--- src/verilog/dio_defines.svh ---
// Offsets, field positions, reset values and counts of the I/O decode block
`ifndef DIO_DEFINES_SVH
`define DIO_DEFINES_SVH

// ****************************************************************
// Host I/O block: four byte ports above the base
// ****************************************************************
`define ISA_OFS_ISO_LO   2'h0
`define ISA_OFS_ISO_HI   2'h1
`define ISA_OFS_TTL_LO   2'h2
`define ISA_OFS_TTL_HI   2'h3
`define BASE_SEL_RESET   8'hc0
`define BASE_SEL_MAX     8'hfc
`define BASE_RANGE_BIT   7
`define IRQ_LINES        6
`define IRQ_LEVEL_OFF    3'h6
`define IRQ_LEVEL_RESET  3'h6
`define EDGE_FALL_RESET  1'b0
`define SRC_SEL_RESET    2'h0

// ****************************************************************
// Configuration port map and fields
// ****************************************************************
`define AXI_OFS_CFG      8'h00
`define AXI_OFS_MASK     8'h04
`define AXI_OFS_STATUS   8'h08
`define AXI_OFS_STATE    8'h0c
`define CFG_BASE_LSB     0
`define CFG_LEVEL_LSB    8
`define CFG_EDGE_BIT     12
`define CFG_SRC_LSB      16
`define EVT_EDGE_BIT     0
`define EVT_WRITE_BIT    1
`define MASK_RESET       2'h0
`define AXI_RESP_OKAY    2'b00
`define AXI_RESP_DECERR  2'b11

`endif

--- src/verilog/dio_pkg.sv ---
// Types shared by the I/O decode block and its configuration registers
package dio_pkg;
  typedef logic [7:0] base_sel_t;
  typedef logic [2:0] irq_level_t;
  typedef logic [1:0] src_sel_t;
  typedef logic [1:0] evt_t;

  // Host cycle tracker, one-hot
  typedef enum logic [2:0] {
    ISA_IDLE  = 3'b001,
    ISA_READ  = 3'b010,
    ISA_WRITE = 3'b100
  } isa_state_t;

  // Register-side state of the configuration slave
  typedef struct packed {
    logic        aw_got;
    logic [7:0]  aw_addr;
    logic        w_got;
    logic [31:0] w_data;
    logic [3:0]  w_strb;
    logic        bvalid;
    logic [1:0]  bresp;
    logic        rvalid;
    logic [31:0] rdata;
    logic [1:0]  rresp;
    base_sel_t   base_sel;
    irq_level_t  irq_level;
    logic        edge_fall;
    src_sel_t    src_sel;
    evt_t        mask;
    evt_t        status;
    logic        irq_req;
  } cfg_st_t;
endpackage : dio_pkg

--- src/verilog/axi_cfg_regs.sv ---
// AXI4-Lite slave holding selectors, interrupt mask and sticky status
`timescale 1ns/10ps
`default_nettype none
`include "dio_defines.svh"

module axi_cfg_regs (
  input  wire logic               mclk,
  input  wire logic               rst,
  input  wire logic [7:0]         s_axi_awaddr,
  input  wire logic               s_axi_awvalid,
  output logic                    s_axi_awready,
  input  wire logic [31:0]        s_axi_wdata,
  input  wire logic [3:0]         s_axi_wstrb,
  input  wire logic               s_axi_wvalid,
  output logic                    s_axi_wready,
  output logic [1:0]              s_axi_bresp,
  output logic                    s_axi_bvalid,
  input  wire logic               s_axi_bready,
  input  wire logic [7:0]         s_axi_araddr,
  input  wire logic               s_axi_arvalid,
  output logic                    s_axi_arready,
  output logic [31:0]             s_axi_rdata,
  output logic [1:0]              s_axi_rresp,
  output logic                    s_axi_rvalid,
  input  wire logic               s_axi_rready,
  input  wire dio_pkg::evt_t      evt,
  input  wire logic [2:0]         live_state,
  output dio_pkg::base_sel_t      base_sel,
  output dio_pkg::irq_level_t     irq_level,
  output logic                    edge_fall,
  output dio_pkg::src_sel_t       src_sel,
  output logic                    irq_req
);
  import dio_pkg::*;

  cfg_st_t st_ff;
  cfg_st_t nxt_st;

  // Word view of the configuration register
  function automatic logic [31:0] cfg_word(input cfg_st_t s);
    logic [31:0] w;
    w = 32'h0000_0000;
    w[`CFG_BASE_LSB +: 8] = s.base_sel;
    w[`CFG_LEVEL_LSB +: 3] = s.irq_level;
    w[`CFG_EDGE_BIT] = s.edge_fall;
    w[`CFG_SRC_LSB +: 2] = s.src_sel;
    return w;
  endfunction : cfg_word

  // Byte-lane merge of a write into an old word
  function automatic logic [31:0] merge(input logic [31:0] old, input logic [31:0] nw,
                                        input logic [3:0] strb);
    logic [31:0] r;
    r = old;
    for (int i = 0; i < 4; i++) begin
      if (strb[i]) begin
        r[8*i +: 8] = nw[8*i +: 8];
      end
    end
    return r;
  endfunction : merge

  // Handshakes are combinational; one write and one read in flight
  assign s_axi_awready = !st_ff.aw_got && !st_ff.bvalid;
  assign s_axi_wready  = !st_ff.w_got && !st_ff.bvalid;
  assign s_axi_arready = !st_ff.rvalid;
  assign s_axi_bvalid  = st_ff.bvalid;
  assign s_axi_bresp   = st_ff.bresp;
  assign s_axi_rvalid  = st_ff.rvalid;
  assign s_axi_rdata   = st_ff.rdata;
  assign s_axi_rresp   = st_ff.rresp;
  assign base_sel      = st_ff.base_sel;
  assign irq_level     = st_ff.irq_level;
  assign edge_fall     = st_ff.edge_fall;
  assign src_sel       = st_ff.src_sel;
  assign irq_req       = st_ff.irq_req;

  // Next state: address and data taken in either order, then response
  always_comb begin
    logic [31:0] w;
    logic        rd_clr;
    w = 32'h0000_0000;
    rd_clr = 1'b0;
    nxt_st = st_ff;
    if (s_axi_awvalid && s_axi_awready) begin
      nxt_st.aw_got = 1'b1;
      nxt_st.aw_addr = s_axi_awaddr;
    end
    if (s_axi_wvalid && s_axi_wready) begin
      nxt_st.w_got = 1'b1;
      nxt_st.w_data = s_axi_wdata;
      nxt_st.w_strb = s_axi_wstrb;
    end
    if (nxt_st.aw_got && nxt_st.w_got) begin
      nxt_st.aw_got = 1'b0;
      nxt_st.w_got = 1'b0;
      nxt_st.bvalid = 1'b1;
      nxt_st.bresp = `AXI_RESP_OKAY;
      unique case ({nxt_st.aw_addr[7:2], 2'b00})
        `AXI_OFS_CFG: begin
          w = merge(cfg_word(st_ff), nxt_st.w_data, nxt_st.w_strb);
          nxt_st.base_sel = w[`CFG_BASE_LSB +: 8];
          nxt_st.irq_level = w[`CFG_LEVEL_LSB +: 3];
          nxt_st.edge_fall = w[`CFG_EDGE_BIT];
          nxt_st.src_sel = w[`CFG_SRC_LSB +: 2];
        end
        `AXI_OFS_MASK: begin
          if (nxt_st.w_strb[0]) begin
            nxt_st.mask = nxt_st.w_data[1:0];
          end
        end
        `AXI_OFS_STATUS, `AXI_OFS_STATE: ;
        default: nxt_st.bresp = `AXI_RESP_DECERR;
      endcase
    end
    if (st_ff.bvalid && s_axi_bready) begin
      nxt_st.bvalid = 1'b0;
    end
    if (st_ff.rvalid && s_axi_rready) begin
      nxt_st.rvalid = 1'b0;
    end
    if (s_axi_arvalid && s_axi_arready) begin
      nxt_st.rvalid = 1'b1;
      nxt_st.rresp = `AXI_RESP_OKAY;
      nxt_st.rdata = 32'h0000_0000;
      unique case ({s_axi_araddr[7:2], 2'b00})
        `AXI_OFS_CFG:    nxt_st.rdata = cfg_word(st_ff);
        `AXI_OFS_MASK:   nxt_st.rdata[1:0] = st_ff.mask;
        `AXI_OFS_STATUS: begin
          nxt_st.rdata[1:0] = st_ff.status;
          rd_clr = 1'b1;
        end
        `AXI_OFS_STATE:  nxt_st.rdata[2:0] = live_state;
        default:         nxt_st.rresp = `AXI_RESP_DECERR;
      endcase
    end
    // Read clears what it returned; a new event in that cycle survives
    nxt_st.status = (rd_clr ? 2'b00 : st_ff.status) | evt;
    nxt_st.irq_req = |(nxt_st.status & nxt_st.mask);
  end

  // Register the whole state
  always_ff @(posedge mclk) begin
    if (rst) begin
      st_ff <= '0;
      st_ff.base_sel <= `BASE_SEL_RESET;
      st_ff.irq_level <= `IRQ_LEVEL_RESET;
      st_ff.edge_fall <= `EDGE_FALL_RESET;
      st_ff.src_sel <= `SRC_SEL_RESET;
      st_ff.mask <= `MASK_RESET;
    end else begin
      st_ff <= nxt_st;
    end
  end
endmodule : axi_cfg_regs
`default_nettype wire

--- src/verilog/isa_dio_decode_irq.sv ---
// Host I/O port decode, 32-channel output latches and edge interrupt
//
// The AXI4-Lite register port and the address map were chosen for this implementation.
`timescale 1ns/10ps
`default_nettype none
`include "dio_defines.svh"

module isa_dio_decode_irq (
  input  wire logic        mclk,
  input  wire logic        rst,
  input  wire logic [9:0]  sa,
  input  wire logic        ior_n,
  input  wire logic        iow_n,
  input  wire logic [7:0]  sd_in,
  output logic [7:0]       sd_out,
  output logic             sd_oe,
  output logic [5:0]       irq_out,
  output logic [5:0]       irq_oe,
  input  wire logic [15:0] isolated_input,
  input  wire logic [15:0] ttl_input,
  output logic [15:0]      isolated_output,
  output logic [15:0]      ttl_output,
  input  wire logic [7:0]  s_axi_awaddr,
  input  wire logic        s_axi_awvalid,
  output logic             s_axi_awready,
  input  wire logic [31:0] s_axi_wdata,
  input  wire logic [3:0]  s_axi_wstrb,
  input  wire logic        s_axi_wvalid,
  output logic             s_axi_wready,
  output logic [1:0]       s_axi_bresp,
  output logic             s_axi_bvalid,
  input  wire logic        s_axi_bready,
  input  wire logic [7:0]  s_axi_araddr,
  input  wire logic        s_axi_arvalid,
  output logic             s_axi_arready,
  output logic [31:0]      s_axi_rdata,
  output logic [1:0]       s_axi_rresp,
  output logic             s_axi_rvalid,
  input  wire logic        s_axi_rready
);
  import dio_pkg::*;

  // ****************************************************************
  // State
  // ****************************************************************
  typedef struct packed {
    logic [9:0]  sa_s1;
    logic [9:0]  sa_s2;
    logic [7:0]  sd_s1;
    logic [7:0]  sd_s2;
    logic        ior_n_s1;
    logic        ior_n_s2;
    logic        iow_n_s1;
    logic        iow_n_s2;
    logic [15:0] iso_s1;
    logic [15:0] iso_s2;
    logic [15:0] ttl_s1;
    logic [15:0] ttl_s2;
    isa_state_t  fsm;
    logic [1:0]  wr_port;
    logic [7:0]  wr_data;
    logic [1:0]  rd_port;
    logic [7:0]  rd_data;
    logic        rd_oe;
    logic [15:0] iso_out;
    logic [15:0] ttl_out;
    logic        src_prev;
    logic        edge_ev;
    logic        wr_ev;
    logic [5:0]  irq_lvl;
    logic [5:0]  irq_en;
  } main_st_t;

  main_st_t   st_ff;
  main_st_t   nxt_st;
  base_sel_t  base_sel;
  irq_level_t irq_level;
  logic       edge_fall;
  src_sel_t   src_sel;
  logic       irq_req;
  logic       src;
  logic       hit;
  logic [2:0] live_state;

  // ****************************************************************
  // Helpers
  // ****************************************************************

  // Card select from the synchronised address and base selector
  function automatic logic card_hit(input logic [9:0] addr, input base_sel_t base);
    return base[`BASE_RANGE_BIT] && (base <= `BASE_SEL_MAX) && (addr[9:2] == base);
  endfunction : card_hit

  // Input byte seen at one of the four ports
  function automatic logic [7:0] port_read(input logic [1:0] port, input logic [15:0] iso,
                                           input logic [15:0] ttl);
    logic [7:0] r;
    r = 8'h00;
    unique case (port)
      `ISA_OFS_ISO_LO: r = iso[7:0];
      `ISA_OFS_ISO_HI: r = iso[15:8];
      `ISA_OFS_TTL_LO: r = ttl[7:0];
      `ISA_OFS_TTL_HI: r = ttl[15:8];
    endcase
    return r;
  endfunction : port_read

  // ****************************************************************
  // Configuration registers
  // ****************************************************************
  assign live_state = {st_ff.rd_oe, st_ff.fsm != ISA_IDLE, src};

  axi_cfg_regs u_cfg (
    .mclk          (mclk),
    .rst           (rst),
    .s_axi_awaddr  (s_axi_awaddr),
    .s_axi_awvalid (s_axi_awvalid),
    .s_axi_awready (s_axi_awready),
    .s_axi_wdata   (s_axi_wdata),
    .s_axi_wstrb   (s_axi_wstrb),
    .s_axi_wvalid  (s_axi_wvalid),
    .s_axi_wready  (s_axi_wready),
    .s_axi_bresp   (s_axi_bresp),
    .s_axi_bvalid  (s_axi_bvalid),
    .s_axi_bready  (s_axi_bready),
    .s_axi_araddr  (s_axi_araddr),
    .s_axi_arvalid (s_axi_arvalid),
    .s_axi_arready (s_axi_arready),
    .s_axi_rdata   (s_axi_rdata),
    .s_axi_rresp   (s_axi_rresp),
    .s_axi_rvalid  (s_axi_rvalid),
    .s_axi_rready  (s_axi_rready),
    .evt           ({st_ff.wr_ev, st_ff.edge_ev}),
    .live_state    (live_state),
    .base_sel      (base_sel),
    .irq_level     (irq_level),
    .edge_fall     (edge_fall),
    .src_sel       (src_sel),
    .irq_req       (irq_req)
  );

  // ****************************************************************
  // Decode, cycle tracking and interrupt source
  // ****************************************************************

  // Decode only from second-stage samples, never from the first
  assign hit = card_hit(st_ff.sa_s2, base_sel);

  // Source selection among the two isolated and two TTL channel zeros/ones
  always_comb begin
    src = st_ff.iso_s2[0];
    unique case (src_sel)
      2'h0: src = st_ff.iso_s2[0];
      2'h1: src = st_ff.iso_s2[1];
      2'h2: src = st_ff.ttl_s2[0];
      2'h3: src = st_ff.ttl_s2[1];
    endcase
  end

  // Next state of the whole block
  always_comb begin
    nxt_st = st_ff;
    // Two-stage synchronisers for every pin that comes from the bus or field
    nxt_st.sa_s1 = sa;
    nxt_st.sa_s2 = st_ff.sa_s1;
    nxt_st.sd_s1 = sd_in;
    nxt_st.sd_s2 = st_ff.sd_s1;
    nxt_st.ior_n_s1 = ior_n;
    nxt_st.ior_n_s2 = st_ff.ior_n_s1;
    nxt_st.iow_n_s1 = iow_n;
    nxt_st.iow_n_s2 = st_ff.iow_n_s1;
    nxt_st.iso_s1 = isolated_input;
    nxt_st.iso_s2 = st_ff.iso_s1;
    nxt_st.ttl_s1 = ttl_input;
    nxt_st.ttl_s2 = st_ff.ttl_s1;
    nxt_st.wr_ev = 1'b0;

    unique case (st_ff.fsm)
      ISA_IDLE: begin
        // A cycle starts only with a strobe inside the block
        if (hit && !st_ff.ior_n_s2) begin
          nxt_st.fsm = ISA_READ;
          nxt_st.rd_port = st_ff.sa_s2[1:0];
          nxt_st.rd_data = port_read(st_ff.sa_s2[1:0], st_ff.iso_s2, st_ff.ttl_s2);
          nxt_st.rd_oe = 1'b1;
        end else if (hit && !st_ff.iow_n_s2) begin
          nxt_st.fsm = ISA_WRITE;
          nxt_st.wr_port = st_ff.sa_s2[1:0];
          nxt_st.wr_data = st_ff.sd_s2;
        end
      end
      ISA_READ: begin
        // Inputs keep tracking while the read strobe is held
        if (st_ff.ior_n_s2) begin
          nxt_st.fsm = ISA_IDLE;
          nxt_st.rd_oe = 1'b0;
        end else begin
          nxt_st.rd_data = port_read(st_ff.rd_port, st_ff.iso_s2, st_ff.ttl_s2);
        end
      end
      ISA_WRITE: begin
        // Data is committed at strobe release, from the last sample inside it,
        // because the bus may drop data as soon as the strobe ends
        if (st_ff.iow_n_s2) begin
          nxt_st.fsm = ISA_IDLE;
          nxt_st.wr_ev = 1'b1;
          unique case (st_ff.wr_port)
            `ISA_OFS_ISO_LO: nxt_st.iso_out[7:0] = st_ff.wr_data;
            `ISA_OFS_ISO_HI: nxt_st.iso_out[15:8] = st_ff.wr_data;
            `ISA_OFS_TTL_LO: nxt_st.ttl_out[7:0] = st_ff.wr_data;
            `ISA_OFS_TTL_HI: nxt_st.ttl_out[15:8] = st_ff.wr_data;
          endcase
        end else begin
          nxt_st.wr_data = st_ff.sd_s2;
        end
      end
      default: begin
        nxt_st.fsm = ISA_IDLE;
        nxt_st.rd_oe = 1'b0;
      end
    endcase

    // Edge detector; a change of source selector can also look like an edge
    nxt_st.src_prev = src;
    nxt_st.edge_ev = edge_fall ? (!src && st_ff.src_prev)
                               : (src && !st_ff.src_prev);

    // Route the request to the one selected line, or to none
    for (int i = 0; i < `IRQ_LINES; i++) begin
      nxt_st.irq_en[i] = (irq_level == 3'(i));
      nxt_st.irq_lvl[i] = irq_req && (irq_level == 3'(i));
    end
  end

  // Register the whole state; outputs restart released and cleared
  always_ff @(posedge mclk) begin
    if (rst) begin
      st_ff <= '0;
      st_ff.ior_n_s1 <= 1'b1;
      st_ff.ior_n_s2 <= 1'b1;
      st_ff.iow_n_s1 <= 1'b1;
      st_ff.iow_n_s2 <= 1'b1;
      st_ff.fsm <= ISA_IDLE;
    end else begin
      st_ff <= nxt_st;
    end
  end

  // ****************************************************************
  // Outputs
  // ****************************************************************
  assign sd_out          = st_ff.rd_data;
  assign sd_oe           = st_ff.rd_oe;
  assign irq_out         = st_ff.irq_lvl;
  assign irq_oe          = st_ff.irq_en;
  assign isolated_output = st_ff.iso_out;
  assign ttl_output      = st_ff.ttl_out;
endmodule : isa_dio_decode_irq
`default_nettype wire
--- config.mk ---
export PLATFORM = sky130hd
export DESIGN_NAME = isa_dio_decode_irq
export DESIGN_NICKNAME = d
export VERILOG_FILES = /design/src/verilog/dio_pkg.sv /design/src/verilog/axi_cfg_regs.sv /design/src/verilog/isa_dio_decode_irq.sv
export VERILOG_INCLUDE_DIRS = /design/src /design/src/verilog
export SDC_FILE = /design/constraint.sdc
export NUM_CORES = 1
export LEC_CHECK = 0
export BUFFER_PORTS_ARGS = -buffer_cell sky130_fd_sc_hd__clkbuf_2
export CAP_MARGIN = 20
export CORE_ASPECT_RATIO = 0.5
export CORE_UTILIZATION = 49
export CTS_CLUSTER_SIZE = 8
export DETAILED_ROUTE_END_ITERATION = 8
export GPL_TIMING_DRIVEN = 1
export PLACE_DENSITY = 0.76
export SLEW_MARGIN = 20
export SYNTH_ARGS = -nofsm -noshare
export SYNTH_HDL_FRONTEND = slang
export SYNTH_HIERARCHICAL = 1
export SYNTH_SLANG_ARGS = --single-unit
--- constraint.sdc ---
create_clock -name mclk -period 1.8 [get_ports mclk]
set_clock_uncertainty 0.1 [all_clocks]
set_input_delay 0 -clock mclk [delete_from_list [all_inputs] [get_ports mclk]]
set_output_delay 0 -clock mclk [all_outputs]
set_load 0.01 [all_outputs]
==> results_dict.tcl <==
set metrics [dict create \
    outcome "finished, violations left" \
    violations_in_the_final_reports "setup timing" \
    synth_flop_cell "sky130_fd_sc_hd__dfxtp_1" \
    post_drt_wl_per_cell_um 14.9 \
    vertical_die_dimension_um 99.4 \
    antenna_cells_inserted 0 \
    worst_slew_pin_slew_ns 0.506 \
    clock_tree.buffer_depth 3 \
    setup_viol 18 \
    first_pass_iters 5 \
    timing_hold_violations_final 0 \
    first_global_vias 6671 \
    r2r_slack_ns -0.11 \
    final_common_cell "sky130_fd_sc_hd__dfxtp_1" \
    combinationalPowerShare_pct 8.1 \
    p_leak_nw 5.24 \
    floorplan.initialDensity_pct 50.3 \
    drv_slew 0 \
    worstPathRequired_ns 2.06 \
    placed_cells_incl_taps 1279 \
    power_frac_clock_pct 45.9 \
    dieWidth_um 197 \
    clock_latency_ns 0.49 \
    multiInputGateArea_sq_um 3800 \
    pwr-share-seq_pct 46.0 \
    synth_largest_area_cell "sky130_fd_sc_hd__dfxtp_1" \
    synth.yosys.warnings 6 \
    finalSetupTns_ns -1.18 \
    worst_ir_drop_vdd_uv 674 \
    crit_path_end_kind "flip-flop" \
    utilization_pct 65.6 \
    timing.critical_path.mode_cell "sky130_fd_sc_hd__buf_4" \
    clkSlewWorstSetupHoldPaths_ns 0.05 \
    portBuffers 163 \
    post_synth_edffs 0 \
    gp_routability_congestion 0.855 \
    period_needed_ns 1.91 \
    worstPathMaxFanout 7 \
    holdCritPathClass "input port to flip-flop" \
    row_count 35 \
    holdWs_ns 0.00101 \
    path_cells "buf_4, nor3b_2, buf_4, mux2i_2, buf_4, nor2_4, buf_12, mux2_4" \
    cts_buffers 35 \
    die_area_sq_um 19600 \
    synth_cell_types 58 \
    initial_antenna_violation_count 1 \
    synth.area.top_cells "sky130_fd_sc_hd__dfxtp_1 51%, sky130_fd_sc_hd__buf_4 8.2%, sky130_fd_sc_hd__nor2b_1 7.8%" \
    final_cell_count_no_fill 1416 \
    tritoncts "done" \
    dpl.hpwl_um 13600 \
    synthesis.area_sq_um 9300 \
    drtAntennaViolNets 0 \
    grt_pass1_wl_um 33300 \
    avgViaCountPerCell 4.91 \
    final_cell_mix "227 x sky130_fd_sc_hd__dfxtp_1, 162 x sky130_fd_sc_hd__clkbuf_2, 114 x sky130_fd_sc_hd__nor2b_1" \
    worst_ep_arrival_time_ns 2.17 \
    ios 205 \
    startpoint_type "flip-flop" \
    synth.avg_cell_area_sq_um 9.95 \
    critical_path.max_stage_delay_ns 0.31 \
    yosys.area.top_type_share_pct 51.0 \
    grt_max_degree 77 \
    finish.instance_area_sq_um 12100 \
    detailroute.via_count 6958 \
    ratio_of_cells_with_drive_above_1_in_the_final_layout_pct 29.1 \
    post-route-period-util_pct 106 \
    globalRoute.totalOverflow 0 \
    power_per_cell_area_nw_per_um2 987 \
    final_net_count 1266 \
    synth.ff_latch_count 237 \
    cell_internal_power_dissipation_mw 9.36 \
    design.core.area_sq_um 18500 \
    cap_viol_max_count 0 \
    layout_setup_ws_ns -0.114 \
    worst_path_max_delay_cell "sky130_fd_sc_hd__dfxtp_2" \
    power_switching_share_pct 21.8 \
    total_switching_power_mw 2.61 \
    detailedRoute.firstIterationViolations 350 \
    seqCellArea_sq_um 4760 \
    tritoncts_num_sinks 237 \
    global_route.usage.total_pct 21.2 \
    synth_async_sr_flop_share_pct 0 \
    placement.cell_area_sq_um 10100 \
    unrepaired_setup_endpoints_after_global_routing "yes" \
    flow.area_growth_from_synthesis_pct 30.5 \
    crit_type "flip-flop to flip-flop" \
    clk_root_buffer_cell "sky130_fd_sc_hd__clkbuf_16" \
    max_slew_margin_pct 66.2 \
    drt_drc_violations_left 0 \
    synth_seq_area_share_pct 51.0 \
    highest_attainable_clock_frequency_ghz 0.523 \
    fillers 1428 \
    cts_htree_levels 2 \
    postRouteWirelength_um 21100 \
    synthesis.instances 934 \
]
[cells in the mapped netlist, types with 3 or more instances]
| library cell | count |
|---|---|
| sky130_fd_sc_hd__nand3_1 | 12 |
| sky130_fd_sc_hd__mux4_2 | 3 |
| sky130_fd_sc_hd__buf_4 | 102 |
| sky130_fd_sc_hd__nor2b_1 | 116 |
| sky130_fd_sc_hd__buf_1 | 7 |
| sky130_fd_sc_hd__inv_1 | 14 |
| sky130_fd_sc_hd__nand4b_1 | 8 |
| sky130_fd_sc_hd__or2_2 | 5 |
| sky130_fd_sc_hd__nand2_1 | 40 |
| sky130_fd_sc_hd__nor2_1 | 99 |
| sky130_fd_sc_hd__a21oi_1 | 34 |
| sky130_fd_sc_hd__xor2_1 | 7 |
| sky130_fd_sc_hd__nand4_1 | 3 |
| sky130_fd_sc_hd__mux2_2 | 3 |
| sky130_fd_sc_hd__dfxtp_1 | 237 |
| sky130_fd_sc_hd__nand2b_1 | 24 |
| sky130_fd_sc_hd__a211oi_1 | 9 |
| sky130_fd_sc_hd__or3_1 | 3 |
| sky130_fd_sc_hd__nor4_1 | 6 |
| sky130_fd_sc_hd__o41ai_2 | 7 |
| sky130_fd_sc_hd__mux2_4 | 3 |
| sky130_fd_sc_hd__a22oi_1 | 21 |
| sky130_fd_sc_hd__buf_2 | 6 |
| sky130_fd_sc_hd__and2_1 | 4 |
| sky130_fd_sc_hd__nor3_1 | 11 |
| sky130_fd_sc_hd__mux2_1 | 6 |
| sky130_fd_sc_hd__and3_1 | 3 |
| sky130_fd_sc_hd__mux2i_1 | 72 |
| sky130_fd_sc_hd__clkbuf_1 | 32 |
| sky130_fd_sc_hd__buf_6 | 3 |
[cell families after synthesis]
kind of cell,share of synthesized area (%)
compound gates,6.58
xor+xnor,0.660
buf+inv,11.1
flops,51.0
mux,10.2
other cells,0.0403
simple gates,20.4
[flip-flops by register name, indices dropped and copies added, names as in the netlist]
| name | cells |
|---|---|
| sd_out | 8 |
| u_cfg/edge_fall | 1 |
| isolated_output | 16 |
| u_cfg/s_axi_rresp | 1 |
| st_ff | 70 |
| u_cfg/st_ff | 29 |
| u_cfg/base_sel | 8 |
| u_cfg/src_sel | 2 |
| u_cfg/s_axi_rvalid | 1 |
| ttl_output | 16 |
| u_cfg/irq_level | 3 |
| u_cfg/s_axi_bresp | 1 |
| nxt_st | 52 |
| irq_out | 6 |
| irq_oe | 6 |
| u_cfg/irq_req | 1 |
| u_cfg/s_axi_rdata | 14 |
| sd_oe | 1 |
| u_cfg/s_axi_bvalid | 1 |
[final timing paths]
kind                                        start                             end  depth (start not counted)
setup reg to reg  u_cfg/s_axi_bvalid$_SDFFE_PP0N_  u_cfg/base_sel[2]$_SDFFE_PP0P_                          8
hold / removal                    s_axi_araddr[5]       u_cfg/st_ff[2]$_SDFF_PP0_                          6
hold reg to reg            nxt_st[135]$_SDFF_PP1_           st_ff[135]$_SDFF_PP1_                          1
setup / recovery  u_cfg/s_axi_bvalid$_SDFFE_PP0N_  u_cfg/base_sel[2]$_SDFFE_PP0P_                          8
[routing by layer]
layer,wire length [um],GRT usage [%]
met1,9620,27.7
met2,10100,36.1
met3,1100,4.31
met4,240,5.49
met5,0,0
[stage by stage]
step	total power [mW]	setup WS (ns)
2_1_floorplan	6.11	-0.0990
3_3_place_gp	6.34	-0.0935
3_5_place_dp	6.36	-0.218
4_1_cts	12.1	-0.118
5_1_grt	12.5	-0.187
6_report	12.0	-0.114
[power groups by stage]
stage,sequential [mW],combinational [mW],clock (mW)
2_1_floorplan,5.58,0.524,0
3_3_place_gp,5.60,0.736,0
3_5_place_dp,5.61,0.756,0
4_1_cts,5.51,0.933,5.62
5_1_grt,5.52,1.05,5.90
6_report,5.51,0.968,5.49
[area by class of cell]
type,count,share of cell area [%]
Clock buffer,35,7.22
Inverter,14,0.433
Timing Repair Buffer,316,18.8
Clock inverter,4,0.258
Tap cell,259,2.67
Multi-Input combinational cell,551,31.3
Sequential cell,237,39.3
[what timing repair did]
action,CTS,global route
hold endpoints to repair,119,0
resized for setup,18,34
endpoints found under the setup margin,28,50
gates cloned,2,0
buffers inserted,6,4
hold buffers,86,0
pin swaps,5,16
[worst max-delay path: cells and delay by family, from the launching register on]
kind	cells	cell delay, ns
buffers and inverters	4	0.63
DFF	1	0.31
muxes	2	0.53
and+or+nand+nor	2	0.22
Note: power is estimated with default switching activity, not from simulation.
